**src/common/rsiu_pkg.sv**
```systemverilog
package rsiu_pkg;
	//------------------------------------------------------------
	// instruction encodings
	//------------------------------------------------------------
	localparam logic [7:0] OP_Q_TX_CAL    = 8'hC1; // queued tx calibrate
	localparam logic [7:0] OP_Q_RX_EN     = 8'hC2; // queued rx enable
	localparam logic [7:0] OP_Q_TX_EN     = 8'hC3; // queued tx enable
	localparam logic [7:0] OP_Q_TX_CLR    = 8'hC4; // queued tx if clear
	localparam logic [7:0] OP_Q_RF_OFF    = 8'hC5; // queued radio off
	localparam logic [7:0] OP_Q_RX_FLUSH  = 8'hC6; // queued rx flush
	localparam logic [7:0] OP_Q_TX_FLUSH  = 8'hC7; // queued tx flush
	localparam logic [7:0] OP_Q_ACK       = 8'hC8; // queued ack
	localparam logic [7:0] OP_Q_ACK_PEND  = 8'hC9; // queued ack pending
	localparam logic [7:0] OP_Q_HALT      = 8'hDF; // queued stop
	localparam logic [7:0] OP_I_HALT      = 8'hFF; // immediate halt
	localparam logic [7:0] OP_I_RUN       = 8'hFE; // immediate run
	localparam logic [7:0] OP_I_TX_CAL    = 8'hE1; // immediate tx calibrate
	localparam logic [7:0] OP_I_RX_EN     = 8'hE2; // immediate rx enable
	localparam logic [7:0] OP_I_TX_EN     = 8'hE3; // immediate tx enable
	localparam logic [7:0] OP_I_TX_CLR    = 8'hE4; // immediate tx if clear
	localparam logic [7:0] OP_I_RF_OFF    = 8'hE5; // immediate radio off
	localparam logic [7:0] OP_I_RX_FLUSH  = 8'hE6; // immediate rx flush
	localparam logic [7:0] OP_I_TX_FLUSH  = 8'hE7; // immediate tx flush
	localparam logic [7:0] OP_I_ACK       = 8'hE8; // immediate ack
	localparam logic [7:0] OP_I_ACK_PEND  = 8'hE9; // immediate ack pending
	//------------------------------------------------------------
	// strobe field: low nibble of a strobe opcode
	//------------------------------------------------------------
	localparam int           STB_LSB      = 0;      // strobe index lsb
	localparam int           STB_W        = 4;      // strobe index width
	localparam int           NUM_STB      = 9;      // strobe outputs
	localparam logic [3:0]   GRP_QUEUED   = 4'hC;   // high nibble, queued
	localparam logic [3:0]   GRP_IMMED    = 4'hE;   // high nibble, immediate
	localparam logic [3:0]   STB_FIRST    = 4'h1;   // lowest strobe code
	localparam logic [3:0]   STB_LAST     = 4'h9;   // highest strobe code
	//------------------------------------------------------------
	// memory and reset values
	//------------------------------------------------------------
	localparam int           IMEM_DEPTH   = 24;     // instruction words
	localparam logic [4:0]   PC_RESET     = 5'h00;  // pc after reset/halt
	localparam logic [7:0]   INSTR_RESET  = 8'h00;  // cleared word
	//------------------------------------------------------------
	// controller states
	//------------------------------------------------------------
	typedef enum logic [1:0] {
		ST_IDLE,
		ST_FETCH,
		ST_WAIT
	} rsiu_state_t;
endpackage : rsiu_pkg

```
**src/rtl/rsiu_imem.sv**
```systemverilog
`timescale 1ns/1ps
`default_nettype none
// instruction store; halt clears every word
module rsiu_imem #(
	parameter int DEPTH = rsiu_pkg::IMEM_DEPTH,
	parameter int AW    = 5
) (
	// clock and reset
	input  wire logic          clk_sys,
	input  wire logic          resetn,
	input  wire logic          ce,
	// write side
	input  wire logic          wr_en,
	input  wire logic [AW-1:0] wr_addr,
	input  wire logic [7:0]    wr_data,
	input  wire logic          clear,
	// read side
	input  wire logic [AW-1:0] rd_addr,
	output logic      [7:0]    rd_data
);
	logic [7:0] mem_reg [DEPTH];     // program words

	//------------------------------------------------------------
	// storage
	//------------------------------------------------------------
	// clear wins over write: a halt discards the whole program
	always_ff @(posedge clk_sys or negedge resetn) begin
		if (!resetn) begin
			for (int i = 0; i < DEPTH; i++) mem_reg[i] <= rsiu_pkg::INSTR_RESET;
		end else if (ce) begin
			if (clear) begin
				for (int i = 0; i < DEPTH; i++) mem_reg[i] <= rsiu_pkg::INSTR_RESET;
			end else if (wr_en && (int'(wr_addr) < DEPTH)) begin
				mem_reg[wr_addr] <= wr_data;
			end
		end
	end

	// out-of-range reads give a cleared word
	assign rd_data = (int'(rd_addr) < DEPTH) ? mem_reg[rd_addr] : rsiu_pkg::INSTR_RESET;
endmodule : rsiu_imem
`default_nettype wire

```
**src/rtl/rsiu_strobe_decode.sv**
```systemverilog
`timescale 1ns/1ps
`default_nettype none
// maps an opcode to a one-hot strobe vector
module rsiu_strobe_decode (
	// opcode in
	input  wire logic [7:0] opcode,
	input  wire logic       immed,
	// decoded
	output logic            is_strobe,
	output logic [8:0]      onehot
);
	wire [3:0] grp = opcode[7:4];               // group nibble
	wire [3:0] idx = opcode[3:0];               // strobe index
	wire       grp_ok = immed ? (grp == rsiu_pkg::GRP_IMMED)
	                          : (grp == rsiu_pkg::GRP_QUEUED);
	wire       idx_ok = (idx >= rsiu_pkg::STB_FIRST) && (idx <= rsiu_pkg::STB_LAST);
	wire [3:0] bitno  = idx - rsiu_pkg::STB_FIRST;

	assign is_strobe = grp_ok && idx_ok;
	assign onehot    = is_strobe ? (9'h001 << bitno) : 9'h000;
endmodule : rsiu_strobe_decode
`default_nettype wire

```
**src/rtl/rsiu_top.sv**
```systemverilog
`timescale 1ns/1ps
`default_nettype none
// radio command sequencer: issue and ack handshake
module rsiu_top #(
	parameter int DEPTH = rsiu_pkg::IMEM_DEPTH,
	parameter int AW    = 5
) (
	// clock, reset, enable
	input  wire logic clk_sys,
	input  wire logic resetn,
	input  wire logic ce,
	// cpu instruction write
	input  wire logic       instr_wr,
	input  wire logic [7:0] instr_data,
	// radio handshake
	input  wire logic       radio_ack,
	// strobes toward the radio
	output logic            tx_calibrate_pulse,
	output logic            rx_enable_pulse,
	output logic            tx_enable_pulse,
	output logic            tx_if_clear_pulse,
	output logic            radio_off_pulse,
	output logic            rx_flush_pulse,
	output logic            tx_flush_pulse,
	output logic            ack_send_pulse,
	output logic            ack_pending_send_pulse,
	// status
	output logic            running,
	output logic            busy,
	output logic            sequencer_halt_irq_flag,
	output logic            label_valid,
	output logic [AW-1:0]   pc_out,
	output logic [AW-1:0]   wr_ptr_out
);

	//------------------------------------------------------------
	// state
	//------------------------------------------------------------
	rsiu_pkg::rsiu_state_t state_reg, state_next; // controller state
	logic [AW-1:0] pc_reg, pc_next;               // program counter
	logic [AW-1:0] wp_reg, wp_next;               // write pointer
	logic [8:0]    stb_reg, stb_next;             // strobe outputs
	logic          run_reg, run_next;             // program running
	logic          irq_reg, irq_next;             // halt flag, sticky
	logic          lbl_reg, lbl_next;             // loop label valid
	logic          imm_wait_reg, imm_wait_next;   // immediate in flight
	logic          busy_reg, busy_next;           // registered stall flag

	//------------------------------------------------------------
	// decode of cpu word and fetched word
	//------------------------------------------------------------
	wire [7:0] fetch_word;                        // word at pc
	wire       cpu_stb;                           // cpu word is strobe
	wire [8:0] cpu_onehot;                        // its strobe vector
	wire       mem_stb;                           // fetched is strobe
	wire [8:0] mem_onehot;                        // its strobe vector

	rsiu_strobe_decode u_dec_cpu (
		.opcode    (instr_data),
		.immed     (1'b1),
		.is_strobe (cpu_stb),
		.onehot    (cpu_onehot)
	);
	rsiu_strobe_decode u_dec_mem (
		.opcode    (fetch_word),
		.immed     (1'b0),
		.is_strobe (mem_stb),
		.onehot    (mem_onehot)
	);

	// immediate words never reach memory
	wire cpu_halt  = instr_wr && (instr_data == rsiu_pkg::OP_I_HALT);
	wire cpu_run   = instr_wr && (instr_data == rsiu_pkg::OP_I_RUN);
	wire cpu_imm   = instr_wr && cpu_stb;
	wire cpu_store = instr_wr && !cpu_halt && !cpu_run && !cpu_stb;
	wire waiting   = (state_reg == rsiu_pkg::ST_WAIT);
	wire mem_halt  = (fetch_word == rsiu_pkg::OP_Q_HALT);
	wire pc_end    = (int'(pc_reg) >= DEPTH - 1);
	wire do_halt   = cpu_halt || ((state_reg == rsiu_pkg::ST_FETCH) && mem_halt);
	wire mem_clear = ce && do_halt;

	rsiu_imem #(.DEPTH(DEPTH), .AW(AW)) u_mem (
		.clk_sys (clk_sys),
		.resetn  (resetn),
		.ce      (ce),
		.wr_en   (cpu_store && !do_halt),
		.wr_addr (wp_reg),
		.wr_data (instr_data),
		.clear   (mem_clear),
		.rd_addr (pc_reg),
		.rd_data (fetch_word)
	);

	//------------------------------------------------------------
	// next-state logic
	//------------------------------------------------------------
	// an immediate strobe may not collide with a wait in progress;
	// a cpu strobe issued mid-wait is dropped, software must poll busy
	always_comb begin
		state_next    = state_reg;
		pc_next       = pc_reg;
		wp_next       = wp_reg;
		stb_next      = 9'h000;
		run_next      = run_reg;
		irq_next      = irq_reg;
		lbl_next      = lbl_reg;
		imm_wait_next = imm_wait_reg;
		if (cpu_store && int'(wp_reg) < DEPTH) begin
			wp_next = wp_reg + AW'(1);
		end
		case (state_reg)
			// idle: only run or an immediate does anything
			rsiu_pkg::ST_IDLE: begin
				if (cpu_run) begin
					pc_next    = rsiu_pkg::PC_RESET[AW-1:0];
					run_next   = 1'b1;
					state_next = rsiu_pkg::ST_FETCH;
				end else if (cpu_imm) begin
					stb_next      = cpu_onehot;
					imm_wait_next = 1'b1;
					state_next    = rsiu_pkg::ST_WAIT;
				end
			end
			// an immediate pre-empts the fetched word
			rsiu_pkg::ST_FETCH: begin
				if (cpu_imm) begin
					stb_next      = cpu_onehot;
					imm_wait_next = 1'b1;
					state_next    = rsiu_pkg::ST_WAIT;
				end else if (mem_stb) begin
					stb_next   = mem_onehot;
					state_next = rsiu_pkg::ST_WAIT;
				end else if (pc_end) begin
					run_next   = 1'b0;
					state_next = rsiu_pkg::ST_IDLE;
				end else begin
					pc_next = pc_reg + AW'(1);
				end
			end
			// queued words advance, immediates leave pc alone
			rsiu_pkg::ST_WAIT: begin
				if (radio_ack) begin
					imm_wait_next = 1'b0;
					if (!imm_wait_reg && pc_end) begin
						run_next   = 1'b0;
						state_next = rsiu_pkg::ST_IDLE;
					end else begin
						if (!imm_wait_reg) pc_next = pc_reg + AW'(1);
						state_next = run_reg ? rsiu_pkg::ST_FETCH : rsiu_pkg::ST_IDLE;
					end
				end
			end
			default: state_next = rsiu_pkg::ST_IDLE;
		endcase
		// halt overrides whatever the case chose
		if (do_halt) begin
			pc_next       = rsiu_pkg::PC_RESET[AW-1:0];
			wp_next       = rsiu_pkg::PC_RESET[AW-1:0];
			run_next      = 1'b0;
			lbl_next      = 1'b0;
			irq_next      = 1'b1;
			stb_next      = 9'h000;
			imm_wait_next = 1'b0;
			state_next    = rsiu_pkg::ST_IDLE;
		end
	end

	// busy is registered so the port comes straight from a flop
	assign busy_next = (state_next == rsiu_pkg::ST_WAIT);

	//------------------------------------------------------------
	// registers
	//------------------------------------------------------------
	// ce low freezes every flop, strobes included
	always_ff @(posedge clk_sys or negedge resetn) begin
		if (!resetn) begin
			state_reg    <= rsiu_pkg::ST_IDLE;
			pc_reg       <= '0;
			wp_reg       <= '0;
			stb_reg      <= 9'h000;
			run_reg      <= 1'b0;
			irq_reg      <= 1'b0;
			lbl_reg      <= 1'b0;
			imm_wait_reg <= 1'b0;
			busy_reg     <= 1'b0;
		end else if (ce) begin
			state_reg    <= state_next;
			pc_reg       <= pc_next;
			wp_reg       <= wp_next;
			stb_reg      <= stb_next;
			run_reg      <= run_next;
			irq_reg      <= irq_next;
			lbl_reg      <= lbl_next;
			imm_wait_reg <= imm_wait_next;
			busy_reg     <= busy_next;
		end
	end

	//------------------------------------------------------------
	// outputs, all straight from flip-flops
	//------------------------------------------------------------
	assign tx_calibrate_pulse      = stb_reg[0];
	assign rx_enable_pulse         = stb_reg[1];
	assign tx_enable_pulse         = stb_reg[2];
	assign tx_if_clear_pulse       = stb_reg[3];
	assign radio_off_pulse         = stb_reg[4];
	assign rx_flush_pulse          = stb_reg[5];
	assign tx_flush_pulse          = stb_reg[6];
	assign ack_send_pulse          = stb_reg[7];
	assign ack_pending_send_pulse  = stb_reg[8];
	assign running                 = run_reg;
	assign busy                    = busy_reg;
	assign sequencer_halt_irq_flag = irq_reg;
	assign label_valid             = lbl_reg;
	assign pc_out                  = pc_reg;
	assign wr_ptr_out              = wp_reg;
endmodule : rsiu_top
`default_nettype wire

```
**config.mk**
```make
export PLATFORM = sky130hd
export DESIGN_NAME = rsiu_top
export DESIGN_NICKNAME = d
export VERILOG_FILES = /design/src/common/rsiu_pkg.sv /design/src/rtl/rsiu_imem.sv /design/src/rtl/rsiu_strobe_decode.sv /design/src/rtl/rsiu_top.sv
export SDC_FILE = /design/constraint.sdc
export NUM_CORES = 1
export LEC_CHECK = 0
export ABC_AREA = 1
export BUFFER_PORTS_ARGS = -buffer_cell sky130_fd_sc_hd__buf_2
export CAP_MARGIN = 20
export CORE_MARGIN = 5
export CORE_UTILIZATION = 55
export CTS_CLUSTER_SIZE = 8
export DETAILED_ROUTE_END_ITERATION = 8
export PLACE_DENSITY = 0.82
export SLEW_MARGIN = 40
export SYNTH_ARGS = -nofsm -noshare
export SYNTH_HDL_FRONTEND = slang
export SYNTH_SLANG_ARGS = --single-unit
```
**constraint.sdc**
```tcl
create_clock -name clk_sys -period 3.2 [get_ports clk_sys]
set_clock_uncertainty 0.1 [all_clocks]
set_input_delay 0.32 -clock clk_sys [delete_from_list [all_inputs] [get_ports clk_sys]]
set_output_delay 0.32 -clock clk_sys [all_outputs]
set_load 0.05 [all_outputs]
```
==> results of run 1 <==
==> where the power goes <==
group / leakage [nW] / switching [mW] / internal (mW) / total [mW]
Clock: 0.388 / 1.11 / 1.69 / 2.80
Combinational: 3.03 / 2.97 / 1.48 / 4.45
Sequential: 2.90 / 0.685 / 3.77 / 4.46
Total: 6.32 / 4.76 / 6.94 / 11.7
==> through the flow <==
stage               total power, mW  cells  instance area [µm²]
floorplan                      7.42   1615                12000
global placement               8.59   1898                12500
detailed placement             8.75   1898                12500
CTS                            11.6   1934                13300
global route                   12.4   1934                13300
finish                         11.7   1934                13300
==> cells in the final DEF (no fill, tap or decap), types with 2 or more instances in the layout <==
master	n
xor2_1	4
or2_2	65
clkbuf_1	2
o211ai_1	2
nand2_1	528
nor3_1	7
nand4_1	17
nand3_2	3
a211oi_1	2
dlygate4sd3_1	2
o21ai_1	10
clkbuf_16	31
a21oi_1	188
inv_2	4
ha_1	9
nor2_2	5
buf_2	33
o21ai_0	23
dfrtp_1	216
nor2_1	89
buf_12	10
a21oi_2	10
buf_4	54
nand3_1	242
inv_1	77
nand2_4	2
nand2_2	3
==> kinds of logic (layout without fill, tap and decap cells) <==
| family | Yosys count | in the layout | share of synthesized area |
|---|---|---|---|
| buf+inv | 179 | 218 | 0.0753 |
| xor+xnor | 5 | 5 | 0.00366 |
| fa+ha+maj | 9 | 9 | 0.00942 |
| simple gates | 966 | 966 | 0.353 |
| flops | 217 | 217 | 0.454 |
| compound gates | 238 | 238 | 0.104 |
| other cells | 1 | 1 | 0.000314 |
==> worst register-to-register path: stages (launching register included) <==
cell and delay, ns:
dfrtp_2 0.43, inv_2 0.23, buf_4 0.33, nand2_1 0.09, nand3_1 0.08, nand2_1 0.05
nand2_1 0.10, nand2_1 0.07, nand2_1 0.11, nand2_1 0.08, nor2_2 0.11, nand2_1 0.07
nor2_1 0.13, nand3_2 0.11, nand2_4 0.13, nand2_4 0.09, inv_6 0.23, buf_12 0.25
a21oi_1 0.09
==> cell type report <==
type | instances | area share
Clock buffer | 33 | 0.0588
Clock inverter | 1 | 0.000657
Inverter | 84 | 0.0242
Multi-Input combinational cell | 1219 | 0.422
Sequential cell | 217 | 0.408
Tap cell | 280 | 0.0263
Timing Repair Buffer | 100 | 0.0605
==> how the worst max path moves through the flow <==
stage                        endpoint  slack [ns]
global placement    u_mem.mem_reg[63]        0.26
floorplan           u_mem.mem_reg[15]        0.55
CTS                 u_mem.mem_reg[83]        0.26
finish              u_mem.mem_reg[83]        0.17
detailed placement  u_mem.mem_reg[72]        0.19
global route                pc_out[2]        0.02
==> metal layers <==
layer,wire length (µm),GRT usage,vias up
li1,-,-,5313
met1,14500,0.396,5615
met2,16400,0.448,612
met3,3330,0.0632,141
met4,1700,0.123,0
met5,0,0,-
==> repair_timing <==
item / in CTS / in global routing
buffers inserted: 0 / 0
hold buffers: 2 / 0
endpoints found under the hold margin: 89 / 0
==> flow_metrics.tcl, run 1 <==
set metrics [dict create \
    nets 1675 \
    finalSetupTns_ns 0 \
    grt_pass1_wl_mm 58.3 \
    crit_path_end_kind "flop" \
    hold_ws_ns 0.237 \
    num_antenna_cells 0 \
    rows 54 \
    clkSlewWorstSetupHoldPaths_ns 0.05 \
    finalHoldViolCount 0 \
    yosys_warnings 0 \
    die_h_um 157 \
    critical-path-top-delay-family "simple AND/OR/NAND/NOR gates" \
    die_area_mm2 0.0248 \
    htree_levels 1 \
    cpMostUsedCell "nand2_1" \
    clockBufferDepth 3 \
    period_needed_ns 3.03 \
    hold_depth 4 \
    p_per_area_mw_per_mm2 878 \
    max_slew_margin 0.521 \
    yosysUniqueCellTypes 39 \
    reg2reg_to "u_mem.mem_reg[83]" \
    syn_inst 1615 \
    p_leak_nw 6.32 \
    reg2reg_from "pc_out[0]" \
    place_hpwl_mm 23.3 \
    rsz0062_at_grt "no" \
    drv_slew 0 \
    synth_seq_area_share 0.454 \
    holdCritPathClass "in2reg" \
    worstRegToRegCells 18 \
    tritoncts "yes" \
    grt_overflow 0 \
    crit_type "reg2reg" \
    routed_via_density 6.04 \
    core_area_mm2 0.0216 \
    ir_drop_mv 0.491 \
    required_ns 3.50 \
    cts_resized 0 \
    critPathMaxFanout 33 \
    synth_top_cell_area_share 0.454 \
    yosysMostFrequentCell "nand2_1" \
    synth_ff_type "dfrtp_1" \
    synth_area_leaders "dfrtp_1, nand2_1, nand3_1, a21oi_1, or2_2" \
    start_util 0.553 \
    gp_congestion 0.988 \
    critPathSlowestCell "dfrtp_2" \
    synth_top_cell_by_area "dfrtp_1" \
    synth_edf_count 0 \
    port_buffers 34 \
    vias 11700 \
    wirelength_mm 35.9 \
    timing.final.crit_share 0.947 \
    fin_ws_ns 0.170 \
    ys_ff_latch 217 \
    ant_nets 0 \
    netlist_area_mm2 0.0120 \
    worstHoldStart "instr_data[6]" \
    finalSetupViolations 0 \
    cp_data_arrival_time_ns 3.33 \
    tightest_slew_ns 0.719 \
    synth_common_cells "nand2_1, nand3_1, dfrtp_1, a21oi_1, nor2_1" \
    path_buf_inv 4 \
    areaGrowthSynthToFinish_pct 11.5 \
    largest_reg_flops 192 \
    routedWlPerCell_um 18.6 \
    io_pins 36 \
    antenna_found_initial 0 \
    drive_gt1_frac 0.137 \
    first_pass_iters 6 \
    path_depth 18 \
    max_stage_delay_ns 0.43 \
    multiInputGateArea_mm2 0.00562 \
    grt_start_max_net_pins 94 \
    place_ws_ns 0.193 \
    drc_errors 0 \
    drtIter0Drc 1458 \
    synth-async-reset-ratio 1.00 \
    cp-startpoint "pc_out[0]" \
    cts_buffers 31 \
    nFillCells 1880 \
    crit_chain "inv_2 -> buf_4 -> nand2_1 -> nand3_1 -> nand2_1 -> nand2_1 -> nand2_1 -> nand2_1 -> nand2_1 -> nor2_2 -> nand2_1 -> nor2_1 -> nand3_2 -> nand2_4 -> nand2_4 -> inv_6 -> buf_12 -> a21oi_1" \
    cts_sinks 217 \
    clock.fmax_mhz 330 \
    synth_nets 1637 \
    die_w_um 157 \
    clock_latency_ns 0.53 \
    grt_pass1_vias 11300 \
    cap_violations 0 \
    grtUsageTotal 0.290 \
    avgSynthCellArea_um2 7.40 \
    r2r_slack_ns 0.17 \
    min_to "u_mem.mem_reg[14]" \
    ff_latch_area_mm2 0.00543 \
    fin_util 0.616 \
    cp-start-kind "flop" \
    cts_root_buf "clkbuf_16" \
    status "finished clean" \
]
(Power assumes the default switching activity.)
==> inputs of run 2 (changes only) <==
CELL_PAD_IN_SITES_DETAIL_PLACEMENT = 1   (was unset)
CELL_PAD_IN_SITES_GLOBAL_PLACEMENT = 1   (was unset)
CORE_UTILIZATION = 47   (was 55)
PLACE_DENSITY = 0.91   (was 0.82)
==> run 2 against run 1 <==
Global-route usage is 1.9 points higher. Sequential share of layout area is 0.57 points lower. Critical path type unchanged. Die area is 16% higher. First-iteration DRC count is 18% lower.
==> flow_metrics.tcl, run 2 (same netlist as run 1, synthesis figures left out) <==
set metrics [dict create \
    nFillCells 3141 \
    drtIter0Drc 1192 \
    htree_levels 1 \
    routedWlPerCell_um 22.6 \
    rows 58 \
    num_antenna_cells 0 \
    crit_chain "inv_2 -> clkbuf_16 -> o21ai_1 -> nand3_1 -> nand3_1 -> nand2_1 -> nand2_2 -> nand2_1 -> nand2_1 -> nand4_1 -> nand3_1 -> nand2_2 -> nand2_2 -> nand2_1 -> nand2_1" \
    fin_ws_ns 0.120 \
    io_pins 36 \
    dp_cells 1956 \
    cts_root_buf "clkbuf_16" \
    critPathSlowestCell "dfrtp_2" \
    timing.final.crit_share 0.963 \
    finalHoldViolCount 0 \
    clock_latency_ns 0.56 \
    cts_sinks 217 \
    port_buffers 34 \
    place_hpwl_mm 28.3 \
    power.internal_mw 7.01 \
    cpMostUsedCell "nand2_1" \
    cap_violations 0 \
    areaGrowthSynthToFinish_pct 13.1 \
    p_total_mw 12.2 \
    holdCritPathClass "in2reg" \
    critical-path-top-delay-family "simple AND/OR/NAND/NOR gates" \
    clockBufferDepth 3 \
    start_util 0.476 \
    clkSlewWorstSetupHoldPaths_ns 0.06 \
    drv_slew 0 \
    vias 12200 \
    finalSetupTns_ns 0 \
    crit_type "reg2reg" \
    critPathMaxFanout 31 \
    mostFrequentLayoutCell "nand2_1" \
    largest_reg_flops 192 \
    max_slew_margin 0.453 \
    routed_via_density 6.11 \
    max_stage_delay_ns 0.51 \
    most-common-layout-cells "nand2_1, nand3_1, dfrtp_1" \
    first_pass_iters 5 \
    antenna_found_initial 0 \
    nets 1683 \
    clock.fmax_mhz 325 \
    tightest_slew_ns 0.817 \
    hold_ws_ns 0.0646 \
    finalSetupViolations 0 \
    grtUsageTotal 0.309 \
    grt_pass1_wl_mm 71.5 \
    cp-start-kind "flop" \
    place_ws_ns 0.122 \
    p_leak_nw 6.40 \
    tritoncts "yes" \
    die_area_mm2 0.0287 \
    seq_power_share 0.370 \
    fin_util 0.538 \
    p_per_area_mw_per_mm2 904 \
    wirelength_mm 45.1 \
    die_h_um 169 \
    crit_path_end_kind "flop" \
    grt_overflow 0 \
    cts_setup_buffers 0 \
    swShare 0.427 \
    grt_start_max_net_pins 82 \
    cp_data_arrival_time_ns 3.47 \
    layout.cells.non_filler 1993 \
    drive_gt1_frac 0.143 \
    fin_area_mm2 0.0135 \
    grt_pass1_vias 13200 \
    ir_drop_mv 0.506 \
    gp_congestion 0.897 \
    status "finished clean" \
    drc_errors 0 \
    pwr-share-clk 0.235 \
    power.switching_mw 5.21 \
    core_area_mm2 0.0251 \
    ant_nets 0 \
    cts_buffers 31 \
    required_ns 3.59 \
    period_needed_ns 3.08 \
    path_buf_inv 2 \
    p_comb_frac 0.395 \
    die_w_um 169 \
    place_area_mm2 0.0127 \
]
-- run 2: cell count changes in the layout (fill, tap and decap cells not counted), sizes merged --
| cell | delta |
|---|---|
| clkbuf | +1 |
| buf | +8 |
| inv | +1 |
| dlygate4sd3 | -1 |
-- run 2: worst paths after layout --
| path | from | endpoint | slack, ns | cells past startpoint |
|---|---|---|---|---|
| worst min register to register | sequencer_halt_irq_flag | sequencer_halt_irq_flag | 0.36 | 1 |
| worst max-delay path | pc_out[0] | pc_out[1] | 0.12 | 15 |
| min in group asynchronous | resetn | sequencer_halt_irq_flag | 0.25 | 2 |
| worst max register to register | pc_out[0] | pc_out[1] | 0.12 | 15 |
| worst min-delay path | ce | state_reg[0] | 0.06 | 2 |
| max in group asynchronous | resetn | u_mem.mem_reg[72] | 1.89 | 3 |
-- run 2: what timing repair did --
action,CTS,global route
setup endpoints to repair,0,12
hold endpoints to repair,76,0
hold buffers,1,0
gates resized for setup,0,3
-- run 2: power groups by stage --
| stage | clock network (mW) | registers (mW) | logic [mW] |
|---|---|---|---|
| detailed placement | 0 | 4.48 | 4.54 |
| global route | 3.01 | 4.61 | 5.25 |
| CTS | 2.90 | 4.48 | 4.67 |
| finish | 2.87 | 4.52 | 4.82 |
| global placement | 0 | 4.40 | 4.29 |
| floorplan | 0 | 4.40 | 3.03 |
-- run 2: area by class of cell --
cell class | count | area (µm²) | share of cell area
Tap cell | 330 | 413 | 0.0305
Sequential cell | 217 | 5430 | 0.402
Clock buffer | 33 | 783 | 0.0580
Inverter | 84 | 323 | 0.0239
Clock inverter | 2 | 17.5 | 0.00130
Timing Repair Buffer | 108 | 918 | 0.0680
Multi-Input combinational cell | 1219 | 5630 | 0.416
-- run 2: worst reg2reg max path, stage by stage, from the launching register on --
cell,delay [ns]
dfrtp_2,0.51
inv_2,0.14
clkbuf_16,0.25
o21ai_1,0.28
nand3_1,0.20
nand3_1,0.16
nand2_1,0.09
nand2_2,0.17
nand2_1,0.12
nand2_1,0.13
nand4_1,0.29
nand3_1,0.19
nand2_2,0.12
nand2_2,0.13
nand2_1,0.06
nand2_1,0.08
-- run 2: metal layers --
metal	wire (µm)	GRT usage
met1	18100	0.393
met2	21300	0.510
met3	3140	0.0517
met4	2480	0.159
met5	0	0
